File: src/hdl/lgp_defines.svh
// lgp_defines.svh: offsets, field positions and reset values for the interrupt controller pair
// assumes inclusion by bare name from design files that also import lgp_pkg
`ifndef LGP_DEFINES_SVH
`define LGP_DEFINES_SVH

// controller register offsets on the link
`define LGP_OFS_CMD          1'b0
`define LGP_OFS_DATA         1'b1

// first-word and command-word field positions
`define LGP_BIT_INIT_SEL     4
`define LGP_BIT_NEED_FOURTH  0
`define LGP_BIT_OP_WORD_POLL_SPECIALMASK_SEL     3
`define LGP_BIT_POLL         2
`define LGP_BIT_SMM_EN       6
`define LGP_BIT_SMM_VAL      5
`define LGP_BIT_RD_EN        1
`define LGP_BIT_RD_ISR       0
`define LGP_BIT_POLL_FLAG    7

// reset values and the level reported for a spurious acknowledge
`define LGP_RST_BYTE         8'h00
`define LGP_RST_VBASE        5'h00
`define LGP_RST_LOWEST       3'h7
`define LGP_SPURIOUS_LEVEL   3'h7

// host-side apb register offsets
`define LGP_APB_CMD          12'h000
`define LGP_APB_STATUS       12'h004

// host command register fields
`define LGP_CMD_ADDR         8
`define LGP_CMD_READ         9
`define LGP_CMD_ACK          10

// host status register fields
`define LGP_ST_BUSY          8
`define LGP_ST_INT           9

`endif

File: src/hdl/lgp_pkg.sv
// lgp_pkg: types shared by both ends of the interrupt controller link
// assumes nothing beyond a systemverilog compiler
package lgp_pkg;

  typedef enum logic [4:0] {
    LGP_UNINIT = 5'b00001,
    LGP_W2     = 5'b00010,
    LGP_W3     = 5'b00100,
    LGP_W4     = 5'b01000,
    LGP_RUN    = 5'b10000
  } lgp_init_t;

  // eoi / rotate command codes in bits 7-5 of the command word
  typedef enum logic [2:0] {
    LGP_ROT_AUTO_CLR = 3'h0,
    LGP_EOI_NS       = 3'h1,
    LGP_NOP          = 3'h2,
    LGP_EOI_SP       = 3'h3,
    LGP_ROT_AUTO_SET = 3'h4,
    LGP_ROT_EOI_NS   = 3'h5,
    LGP_SET_PRIO     = 3'h6,
    LGP_ROT_EOI_SP   = 3'h7
  } lgp_op_word_eoi_rotate_t;

  typedef enum logic [1:0] {
    LGP_H_IDLE = 2'b01,
    LGP_H_WAIT = 2'b10
  } lgp_host_st_t;

endpackage : lgp_pkg

File: src/hdl/lgp_link_if.sv
// lgp_link_if: byte link between the host end and one controller
// assumes both ends run on the same clock
`timescale 1ns/100ps
interface lgp_link_if;
  logic       wr_stb;
  logic       rd_stb;
  logic       ack_stb;
  logic       addr;
  logic [7:0] wdata;
  logic [7:0] rdata;
  logic       rvalid;
  logic       int_line;

  modport dev  (input wr_stb, rd_stb, ack_stb, addr, wdata, output rdata, rvalid, int_line);
  modport host (output wr_stb, rd_stb, ack_stb, addr, wdata, input rdata, rvalid, int_line);
endinterface : lgp_link_if

File: src/hdl/lgp_prio.sv
// lgp_prio: rotating priority resolver over eight levels
// assumes lowest names the level that currently has priority 7
`timescale 1ns/100ps
module lgp_prio
  import lgp_pkg::*;
(
  input  logic [7:0] vec,
  input  logic [2:0] lowest,
  output logic       found,
  output logic [2:0] level,
  output logic [2:0] rank
);
  logic [7:0] rot;
  logic [2:0] idx [8];

  // rot[k] holds the level whose priority is k
  genvar g;
  generate
    for (g = 0; g < 8; g++) begin : g_rot
      assign idx[g] = lowest + 3'(g + 1);
      assign rot[g] = vec[idx[g]];
    end
  endgenerate

  always_comb begin
    found = 1'b0;
    rank  = 3'h0;
    for (int k = 7; k >= 0; k--) begin
      if (rot[k]) begin
        found = 1'b1;
        rank  = 3'(k);
      end
    end
    level = lowest + 3'h1 + rank;
  end
endmodule : lgp_prio

File: src/hdl/lgp_dev.sv
// lgp_dev: one eight-input controller with init sequencing, rotation, special mask and poll
// assumes the host issues at most one strobe per cycle on the link and samples irq_req as levels
//
// Chosen here: register access over APB.
`timescale 1ns/100ps
`include "lgp_defines.svh"

module lgp_dev
  import lgp_pkg::*;
(
  input  logic       clock,
  input  logic       rst,
  input  logic [7:0] irq_req,
  output logic       init_done,
  lgp_link_if.dev    link
);
  lgp_init_t  st_q, st_d;
  logic [7:0] irr_q, irr_d;
  logic [7:0] isr_q, isr_d;
  logic [7:0] imr_q, imr_d;
  logic [2:0] low_q, low_d;
  logic [4:0] vbase_q, vbase_d;
  logic       need4_q, need4_d;
  logic       rot_auto_q, rot_auto_d;
  logic       smm_q, smm_d;
  logic       poll_q, poll_d;
  logic       rd_isr_q, rd_isr_d;
  logic [7:0] rdata_q, rdata_d;
  logic       rvalid_q, rvalid_d;
  logic       int_q, int_d;
  logic       done_q, done_d;

  logic [7:0] req_vec;
  logic [7:0] isr_vec;
  logic       req_found;
  logic [2:0] req_level;
  logic [2:0] req_rank;
  logic       isr_found;
  logic [2:0] isr_level;
  logic [2:0] isr_rank;
  lgp_op_word_eoi_rotate_t  cmd;
  logic [2:0] cmd_lvl;

  // in special mask mode in-service levels inhibit only themselves
  assign req_vec = smm_q ? (irr_q & ~imr_q & ~isr_q) : (irr_q & ~imr_q);
  assign isr_vec = smm_q ? (isr_q & ~imr_q) : isr_q;
  assign cmd     = lgp_op_word_eoi_rotate_t'(link.wdata[7:5]);
  assign cmd_lvl = link.wdata[2:0];

  lgp_prio u_req (
    .vec    (req_vec),
    .lowest (low_q),
    .found  (req_found),
    .level  (req_level),
    .rank   (req_rank)
  );

  lgp_prio u_isr (
    .vec    (isr_vec),
    .lowest (low_q),
    .found  (isr_found),
    .level  (isr_level),
    .rank   (isr_rank)
  );

  always_comb begin
    st_d       = st_q;
    irr_d      = irq_req;
    isr_d      = isr_q;
    imr_d      = imr_q;
    low_d      = low_q;
    vbase_d    = vbase_q;
    need4_d    = need4_q;
    rot_auto_d = rot_auto_q;
    smm_d      = smm_q;
    poll_d     = poll_q;
    rd_isr_d   = rd_isr_q;
    rdata_d    = rdata_q;
    rvalid_d   = 1'b0;
    done_d     = (st_q == LGP_RUN);

    if (link.wr_stb) begin
      if (link.addr == `LGP_OFS_CMD && link.wdata[`LGP_BIT_INIT_SEL]) begin
        // first word restarts the whole sequence
        st_d       = LGP_W2;
        need4_d    = link.wdata[`LGP_BIT_NEED_FOURTH];
        isr_d      = `LGP_RST_BYTE;
        imr_d      = `LGP_RST_BYTE;
        low_d      = `LGP_RST_LOWEST;
        rot_auto_d = 1'b0;
        smm_d      = 1'b0;
        poll_d     = 1'b0;
        rd_isr_d   = 1'b0;
      end else if (link.addr == `LGP_OFS_DATA) begin
        case (st_q)
          LGP_W2: begin
            vbase_d = link.wdata[7:3];
            st_d    = LGP_W3;
          end
          LGP_W3: begin
            st_d = need4_q ? LGP_W4 : LGP_RUN;
          end
          LGP_W4: begin
            st_d = LGP_RUN;
          end
          LGP_RUN: begin
            imr_d = link.wdata;
          end
          default: begin
            st_d = st_q;
          end
        endcase
      end else if (st_q == LGP_RUN) begin
        if (!link.wdata[`LGP_BIT_OP_WORD_POLL_SPECIALMASK_SEL]) begin
          case (cmd)
            LGP_ROT_AUTO_CLR: rot_auto_d = 1'b0;
            LGP_ROT_AUTO_SET: rot_auto_d = 1'b1;
            LGP_EOI_NS: begin
              if (isr_found) begin
                isr_d[isr_level] = 1'b0;
              end
            end
            LGP_EOI_SP: begin
              isr_d[cmd_lvl] = 1'b0;
            end
            LGP_ROT_EOI_NS: begin
              rot_auto_d = 1'b1;
              if (isr_found) begin
                isr_d[isr_level] = 1'b0;
                low_d            = isr_level;
              end
            end
            LGP_SET_PRIO: begin
              low_d = cmd_lvl;
            end
            LGP_ROT_EOI_SP: begin
              isr_d[cmd_lvl] = 1'b0;
              low_d          = cmd_lvl;
            end
            default: begin
              low_d = low_q;
            end
          endcase
        end else begin
          if (link.wdata[`LGP_BIT_SMM_EN]) begin
            smm_d = link.wdata[`LGP_BIT_SMM_VAL];
          end
          if (link.wdata[`LGP_BIT_RD_EN]) begin
            rd_isr_d = link.wdata[`LGP_BIT_RD_ISR];
          end
          poll_d = link.wdata[`LGP_BIT_POLL];
        end
      end
    end

    if (link.rd_stb) begin
      rvalid_d = 1'b1;
      if (link.addr == `LGP_OFS_DATA) begin
        rdata_d = imr_q;
      end else if (poll_q) begin
        // poll read behaves as an acknowledge
        poll_d  = 1'b0;
        rdata_d = {req_found, 4'h0, req_level};
        if (req_found) begin
          isr_d[req_level] = 1'b1;
          if (rot_auto_q) begin
            low_d = low_q;
          end
        end
      end else begin
        rdata_d = rd_isr_q ? isr_q : irr_q;
      end
    end

    if (link.ack_stb) begin
      rvalid_d = 1'b1;
      if (req_found) begin
        isr_d[req_level] = 1'b1;
        rdata_d          = {vbase_q, req_level};
      end else begin
        rdata_d = {vbase_q, `LGP_SPURIOUS_LEVEL};
      end
    end

    // raise the line when a request outranks every in-service level, or on any request in special mask mode
    int_d = (st_q == LGP_RUN) && req_found &&
            (smm_q || !isr_found || (req_rank < isr_rank));
  end

  always_ff @(posedge clock or posedge rst) begin
    if (rst) begin
      st_q       <= LGP_UNINIT;
      irr_q      <= `LGP_RST_BYTE;
      isr_q      <= `LGP_RST_BYTE;
      imr_q      <= `LGP_RST_BYTE;
      low_q      <= `LGP_RST_LOWEST;
      vbase_q    <= `LGP_RST_VBASE;
      need4_q    <= 1'b0;
      rot_auto_q <= 1'b0;
      smm_q      <= 1'b0;
      poll_q     <= 1'b0;
      rd_isr_q   <= 1'b0;
      rdata_q    <= `LGP_RST_BYTE;
      rvalid_q   <= 1'b0;
      int_q      <= 1'b0;
      done_q     <= 1'b0;
    end else begin
      st_q       <= st_d;
      irr_q      <= irr_d;
      isr_q      <= isr_d;
      imr_q      <= imr_d;
      low_q      <= low_d;
      vbase_q    <= vbase_d;
      need4_q    <= need4_d;
      rot_auto_q <= rot_auto_d;
      smm_q      <= smm_d;
      poll_q     <= poll_d;
      rd_isr_q   <= rd_isr_d;
      rdata_q    <= rdata_d;
      rvalid_q   <= rvalid_d;
      int_q      <= int_d;
      done_q     <= done_d;
    end
  end

  assign link.rdata    = rdata_q;
  assign link.rvalid   = rvalid_q;
  assign link.int_line = int_q;
  assign init_done     = done_q;
endmodule : lgp_dev

File: src/flat_wrapper.sv
// flat-port wrapper written by rule: the top's interface ports become plain ports
module lgp_dev_flat import lgp_pkg::*;
  (clock, rst, irq_req, init_done, link_wr_stb, link_rd_stb, link_ack_stb, link_addr, link_wdata, link_rdata, link_rvalid, link_int_line);
  lgp_link_if link_i ();
  input  logic clock;
  input  logic rst;
  input  logic [7:0] irq_req;
  output logic init_done;
  input wire logic [$bits(link_i.wr_stb)-1:0] link_wr_stb;
  input wire logic [$bits(link_i.rd_stb)-1:0] link_rd_stb;
  input wire logic [$bits(link_i.ack_stb)-1:0] link_ack_stb;
  input wire logic [$bits(link_i.addr)-1:0] link_addr;
  input wire logic [$bits(link_i.wdata)-1:0] link_wdata;
  output wire logic [$bits(link_i.rdata)-1:0] link_rdata;
  output wire logic [$bits(link_i.rvalid)-1:0] link_rvalid;
  output wire logic [$bits(link_i.int_line)-1:0] link_int_line;
  assign link_i.wr_stb = link_wr_stb;
  assign link_i.rd_stb = link_rd_stb;
  assign link_i.ack_stb = link_ack_stb;
  assign link_i.addr = link_addr;
  assign link_i.wdata = link_wdata;
  assign link_rdata = link_i.rdata;
  assign link_rvalid = link_i.rvalid;
  assign link_int_line = link_i.int_line;
  lgp_dev u_core (.clock(clock), .rst(rst), .irq_req(irq_req), .init_done(init_done), .link(link_i));
endmodule
File: config.mk
export PLATFORM = sky130hd
export DESIGN_NAME = lgp_dev_flat
export DESIGN_NICKNAME = d
export VERILOG_FILES = /design/src/hdl/lgp_pkg.sv /design/src/hdl/lgp_link_if.sv /design/src/hdl/lgp_prio.sv /design/src/hdl/lgp_dev.sv /design/src/flat_wrapper.sv
export VERILOG_INCLUDE_DIRS = /design/src /design/src/hdl
export SDC_FILE = /design/constraint.sdc
export NUM_CORES = 1
export LEC_CHECK = 0
export ABC_AREA = 1
export BUFFER_PORTS_ARGS = -buffer_cell sky130_fd_sc_hd__buf_2
export CAP_MARGIN = 20
export CORE_MARGIN = 2
export CORE_UTILIZATION = 30
export CTS_CLUSTER_SIZE = 16
export DETAILED_ROUTE_END_ITERATION = 12
export PLACE_DENSITY_LB_ADDON = 0.05
export SLEW_MARGIN = 20
export SYNTH_ARGS = -nofsm -noshare
export SYNTH_HDL_FRONTEND = slang
export SYNTH_HIERARCHICAL = 1
export SYNTH_SLANG_ARGS = --single-unit
export TNS_END_PERCENT = 10
File: constraint.sdc
create_clock -name clock -period 8.75 [get_ports clock]
set_clock_uncertainty 0.2 [all_clocks]
set_input_delay 1.75 -clock clock [delete_from_list [all_inputs] [get_ports clock]]
set_output_delay 1.75 -clock clock [all_outputs]
set_load 0.01 [all_outputs]
* Word-level counts from Yosys, hierarchy flattened *
Cells that the tools add are included.

word-level totals
  input bits = 22
  flip-flop bits (word level) = 53
  logic and storage cells = 229

operators by class
  equal/unequal tests = 13
  $lt $le $gt $ge = 15
  reductions and logical operators = 29
  mux-type cells = 135
  bitwise logic cells = 13
  add/sub/neg operators = 9

operators with widths
  operator                                                     count
  two-way mux 8 bit                                            22
  two-way mux 3 bit                                            28
  two-way mux 1 bit                                            59
  binary-select mux 1 bit (select 3 bit)                       16
  less-than comparator 3 x 4 -> 1 bit (second input constant)  11
  bitwise AND 8 bit                                            5
  inverter 8 bit                                               4
  bitwise OR 8 bit                                             2
  case mux 8 bit (2 select lines)                              1
  two-way mux 5 bit                                            3
  case mux 5 bit (3 select lines)                              1
  AND reduction 5 bit                                          3
  adder 3 bit (second input constant)                          4
  == test 3 bit (second input constant)                        4
  nonzero test 2 bit                                           6
  demux 1 bit (select 3 bit)                                   3
  >= comparator 3 x 1 -> 1 bit (second input constant)         3
  OR reduction 2 bit                                           4
  adder 3 x 2 -> 3 bit (second input constant)                 2
  adder 3 bit                                                  2
  logical AND 1 bit                                            6
  case mux 3 bit (2 select lines)                              1
  AND reduction 3 bit                                          2
  == test 5 x 2 -> 1 bit (second input constant)               1
  other kinds (18)                                             21

* Logic depth before layout (Yosys ltp) *
  depth in word-level cells = 35
  mapped depth = 27

* Cells and area by module *
Netlist, hierarchy kept.

modules (own cells, without submodules)
  module                    area an instance (µm²)  seq. area each (µm²)  times used  cells each
  lgp_dev                   3,032.9                 1,331.3               1           418
  lgp_prio at u_core.u_isr  565.5                   0.0                   1           103
  lgp_prio at u_core.u_req  558.0                   0.0                   1           110

* Worst setup path after synthesis *
No wires, ideal clock.

  kind = register to register
  start point = register u_core.low_q[0]
  end point = register u_core.isr_q[6]
  arrival = 3,249 ps
  setup time = 121 ps
  data required time = 8,429 ps
  stages on the path, launching flop included = 26
  path slack = 5,180 ps
  path through = dfstp_2 buf_6 inv_6 ha_1 inv_1 nand3_1 nand2_1 nand2_1 nand2_1 nand2_1 nand2_1 nand2_1 nand2_1 nand2_1 a21oi_1 ha_1 fa_1 xnor2_1 xnor2_2 nand2_1 nor2_1 nand2_1 o21ai_0 nand3_1 nand2_1 o21ai_1

between the ends
  longest elaborated chain between the ends = 32
  elaborated cells on any way between the ends = 100
  those cells by class = add/sub (9); order compare (4); mux (81); bitwise (4); reduce/logical (2)

ends and longest elaborated chain
  element                                                                       line                            RTL
  start, declared                                                               lgp_dev.sv:21                   logic [2:0] low_q, low_d;
  start signal, assigned                                                        lgp_dev.sv:196                  low_q <= `LGP_RST_LOWEST;
  start signal, assigned                                                        lgp_dev.sv:212                  low_q <= low_d;
  adder 3 bit or binary-select mux 1 bit (select 3 bit) (tied branches)         lgp_prio.sv:20, lgp_prio.sv:21
  binary-select mux 1 bit (select 3 bit) or two-way mux 1 bit (tied branches)   lgp_prio.sv:21                  assign rot[g] = vec[idx[g]];
  two-way mux 1 bit (implied by the code) or two-way mux 3 bit (tied branches)  lgp_prio.sv:21, lgp_prio.sv:29
  two-way mux 3 bit (6 in a row)                                                lgp_prio.sv:29                  if (rot[k]) begin
  two-way mux 3 bit (*)                                                         lgp_prio.sv:29
  via u_core.isr_rank[0]                                                        lgp_dev.sv:40                   logic [2:0] isr_rank;
  adder 3 bit (*)                                                               lgp_prio.sv:34                  level = lowest + 3'h1 + rank;
  via u_core.isr_level[2]                                                       lgp_dev.sv:39                   logic [2:0] isr_level;
  [14 not listed]                                                               -
  two-way mux 8 bit                                                             lgp_dev.sv:164                  if (req_found) begin
  two-way mux 8 bit                                                             lgp_dev.sv:160                  end else if (poll_q) begin
  two-way mux 8 bit                                                             lgp_dev.sv:158                  if (link.addr == `LGP_OFS_DATA) begin
  two-way mux 8 bit (*)                                                         lgp_dev.sv:156                  if (link.rd_stb) begin
  bitwise OR 8 bit (no source line)                                             -
  two-way mux 8 bit                                                             lgp_dev.sv:177                  if (req_found) begin
  two-way mux 8 bit (*)                                                         lgp_dev.sv:175                  if (link.ack_stb) begin
  via u_core.isr_d[6]                                                           lgp_dev.sv:19                   logic [7:0] isr_q, isr_d;
  end signal, assigned                                                          lgp_dev.sv:194                  isr_q <= `LGP_RST_BYTE;
  end signal, assigned                                                          lgp_dev.sv:210                  isr_q <= isr_d;
  end, declared                                                                 lgp_dev.sv:19

Mark *: on every way through the listed nets, which the timed path passes. The rest lies on a longest branch. The select of a mux whose other input is x is not followed.
A chain may end at the register's enable or synchronous reset.

* Final worst setup path *
  start point = register u_core.low_q[0]
  end point = register u_core.isr_q[5]

between the ends
  elaborated cells on any way between the ends = 100
  those cells by class = add/sub (9); order compare (4); mux (81); bitwise (4); reduce/logical (2)

RTL lines
  element                                                                       line                            RTL
  adder 3 bit or binary-select mux 1 bit (select 3 bit) (tied branches)         lgp_prio.sv:20, lgp_prio.sv:21
  binary-select mux 1 bit (select 3 bit) or two-way mux 1 bit (tied branches)   lgp_prio.sv:21
  two-way mux 1 bit (implied by the code) or two-way mux 3 bit (tied branches)  lgp_prio.sv:21, lgp_prio.sv:29
  two-way mux 3 bit (6 in a row)                                                lgp_prio.sv:29
  two-way mux 3 bit (*)                                                         lgp_prio.sv:29
  via u_core.req_rank[0]                                                        lgp_dev.sv:37                   logic [2:0] req_rank;
  adder 3 bit (*)                                                               lgp_prio.sv:34
  via u_core.req_level[2]                                                       lgp_dev.sv:36                   logic [2:0] req_level;
  [5 not listed]                                                                -
  two-way mux 8 bit                                                             lgp_dev.sv:164
  two-way mux 8 bit                                                             lgp_dev.sv:160
  two-way mux 8 bit                                                             lgp_dev.sv:158
  two-way mux 8 bit                                                             lgp_dev.sv:156
  bitwise OR 8 bit (no source line)                                             -
  two-way mux 8 bit                                                             lgp_dev.sv:177
  two-way mux 8 bit (*)                                                         lgp_dev.sv:175
  via u_core.isr_d[5]                                                           lgp_dev.sv:19

Marks and branches as above.

==> results.cfg <==
[routing]
wl_per_cell_um = 15.8
num_vias = 4079
drc = 0
ant_nets = 0
wl_mm = 13.3
first_pass_iters = 5
detail_route.vias_per_cell = 4.86
drtIter0Drc = 287

[sta]
max_freq_ghz = 0.238
period_minus_slack_ns = 4.21
rsz0062_at_grt = no
max-slew-margin-rel_pct = 52.3
postLayoutSetupSlackWorst_ns = 4.54
tns_ns = 0
finalCritPeriodShare_pct = 48.1
tightest_slew_ns = 0.716
slew_violations = 0
setup_viol = 0
hold_viol = 0

[yosys]
synth_edf_count = 0
ys_seq_elements = 53
synth_top_family_by_area = simple AND/OR/NAND/NOR gates
synth_simple_gate_area_share_pct = 39.9
syn_nets = 663
seq_area_frac_synth_pct = 32.0
yosysWarnings = 6
syn_avg_cell_area_sq_um = 6.59
synth_compound_area_share_pct = 12.7
synthXorXnorAreaFrac_pct = 1.66
syn_area_sq_um = 4160
synthArstFlopShare_pct = 100
synthMuxAreaShare_pct = 0
synth_cells = 631
synth.distinct_cells = 41
yosys.area_share.adder_pct = 3.37
yosys_most_used_dff = dfrtp_1

[run_status]
status = completed

[placement]
dp_slack_ns = 4.50
place_area_sq_um = 4470
hpwlAfterDp_mm = 10.6
gp_congestion = 0.958
io_buffers = 32

[clock_network]
clkLatencyLatePin_ns = 0.30
cts_max_path_buffers = 2
cts.htree.levels = 2
ctsResizeCount = 0
post_cts_buffers = 0
numCtsBuffers = 5
root_buffer = clkbuf_16
path_clk_slew_ns = 0.07
holdBufCountCts = 0
cts_num_sinks = 53
cts_tree = yes

[critical_path]
crit_start = u_core/low_q[0]$_DFFE_PP1P_
crit_path_start_kind = register
worstReg2RegStart = u_core/low_q[0]$_DFFE_PP1P_
path_class = reg -> reg
setup.worst_path.end = u_core/isr_q[5]$_DFF_PP0_
reg2reg_slack_ns = 4.54
worstPathRequired_ns = 8.73
cp.arrival_ns = 4.19
reg2reg_to = u_core/isr_q[5]$_DFF_PP0_
r2r_cells = 24
path_max_fanout = 21
cp-end-kind = register

[flow_run]
drv_cap = 0

[layout]
multiInputGateArea_sq_um = 2400
fin_util_pct = 33.8
layout_common_cells = nand2_1, inv_1, nand3_1
fillerInstances = 1514
area_growth_pct = 11.5
antenna_cells = 0
drive_gt1_share_pct = 15.5
layout_commonest_cell = nand2_1
fin_area_sq_um = 4630
final_nets = 692
seq_area_sq_um = 1330

[min_path]
hold_class = reg -> reg

[die]
boundaryPins = 33
die-area_sq_um = 14800
core.rowCount = 43
die_w_um = 122
initial_core_util_pct = 30.3
core_area_sq_um = 13700
die_h_um = 122

[power]
p_total_mw = 2.17
power_density_nw_per_um2 = 467
p_leak_nw = 2.41
ir_drop_mv = 0.138

[global_routing]
grtUsageTotal_pct = 18.6
grt_max_degree = 54
grt_pass1_vias = 4084
gr-total-overflow = 0
grt_pass1_wl_mm = 21.2
antenna_found_initial = 0
==> cell families after synthesis <==
kind of cell	count (synthesis)
and+or+nand+nor	370
xor gates and xnor gates	7
adders and majority gates	10
AOI/OAI and AO/OA	90
buffers and inverters	101
DFF	53
==> how the worst min path moves through the flow <==
stage / start / endpoint / slack [ns] / cells after the start
5_1_grt: u_core/st_q[0]$_DFFE_PP1P_ / u_core/st_q[0]$_DFFE_PP1P_ / 0.29 / 2
3_3_place_gp: u_core/link.rdata[4]$_DFFE_PP0P_ / u_core/link.rdata[4]$_DFFE_PP0P_ / 0.26 / 2
6_report: u_core/link.rdata[0]$_DFFE_PP0P_ / u_core/link.rdata[0]$_DFFE_PP0P_ / 0.27 / 2
2_1_floorplan: u_core/st_q[0]$_DFFE_PP1P_ / u_core/st_q[0]$_DFFE_PP1P_ / 0.25 / 2
4_1_cts: u_core/st_q[0]$_DFFE_PP1P_ / u_core/st_q[0]$_DFFE_PP1P_ / 0.28 / 2
3_5_place_dp: u_core/link.rdata[4]$_DFFE_PP0P_ / u_core/link.rdata[4]$_DFFE_PP0P_ / 0.26 / 2
==> sequential cells by signal, indices dropped and copies added, names as in the netlist <==
register              cells
u_core/isr_q              8
u_core/rot_auto_q         1
u_core/link.int_line      1
u_core/low_q              3
u_core/rd_isr_q           1
u_core/vbase_q            5
u_core/smm_q              1
u_core/imr_q              8
u_core/link.rvalid        1
u_core/st_q               5
u_core/need4_q            1
u_core/irr_q              8
u_core/init_done          1
u_core/poll_q             1
u_core/link.rdata         8
==> synthesized netlist by cell type (all sizes together) (2+ instances only) <==
| cell type | instances | area [sq um] |
|---|---|---|
| nand2 | 249 | 1010 |
| inv | 90 | 348 |
| nand3 | 70 | 355 |
| dfrtp | 49 | 1230 |
| nor2 | 35 | 196 |
| a21oi | 34 | 185 |
| o21ai | 33 | 176 |
| buf | 9 | 72.6 |
| o211ai | 9 | 67.6 |
| ha | 8 | 100 |
| nand4 | 8 | 50.1 |
| o22ai | 5 | 31.3 |
| xnor2 | 5 | 51.3 |
| dfstp | 4 | 105 |
| a211oi | 3 | 22.5 |
| a31oi | 3 | 18.8 |
| nor3 | 3 | 15.0 |
| and2 | 2 | 17.5 |
| clkbuf | 2 | 7.51 |
| fa | 2 | 40.0 |
| o21bai | 2 | 18.8 |
| or2 | 2 | 12.5 |
| xor2 | 2 | 17.5 |
==> metrics by stage <==
| stage | cells | hold WS [ns] |
|---|---|---|
| after floorplan | 631 | 0.251 |
| after global placement | 833 | 0.260 |
| after detailed placement | 833 | 0.261 |
| after CTS | 840 | 0.279 |
| after global routing | 840 | 0.291 |
| final | 840 | 0.273 |
==> routing by layer <==
layer	track usage, %	vias up	share of wire, %
met2	32.3	87	48
met5	0	-	0
met3	1.78	23	3.2
met1	24.4	1893	46
li1	-	2076	-
met4	5.96	0	2.6
==> power breakdown <==
| group | internal [mW] | total, mW | switching [mW] |
|---|---|---|---|
| clock | 0.135 | 0.230 | 0.0952 |
| sequential | 0.326 | 0.430 | 0.104 |
| combinational | 0.517 | 1.50 | 0.988 |
==> layout make-up <==
cell class | instances | share of cell area [%]
Clock inverter | 2 | 0.837
Clock buffer | 5 | 2.70
Tap cell | 180 | 4.86
Multi-Input combinational cell | 477 | 51.7
Sequential cell | 53 | 28.7
Inverter | 90 | 7.51
Timing Repair Buffer | 33 | 3.62
==> critical path, stage by stage, from the launching register on <==
cell     delay [ns]
dfstp_2        0.80
inv_4          0.11
ha_1           0.37
inv_1          0.18
nand3_1        0.11
nand2_1        0.10
nand2_1        0.08
nand2_1        0.07
nand2_1        0.04
nand2_1        0.05
nand2_1        0.04
nand2_1        0.05
nand2_1        0.04
a21oi_1        0.24
ha_1           0.20
inv_1          0.05
fa_1           0.37
xnor2_1        0.21
nand2_1        0.08
nand2_1        0.07
inv_1          0.08
inv_1          0.19
nor3_1         0.08
a21oi_1        0.21
nand2_1        0.08
No activity file was read; power rests on OpenSTA's default activity.
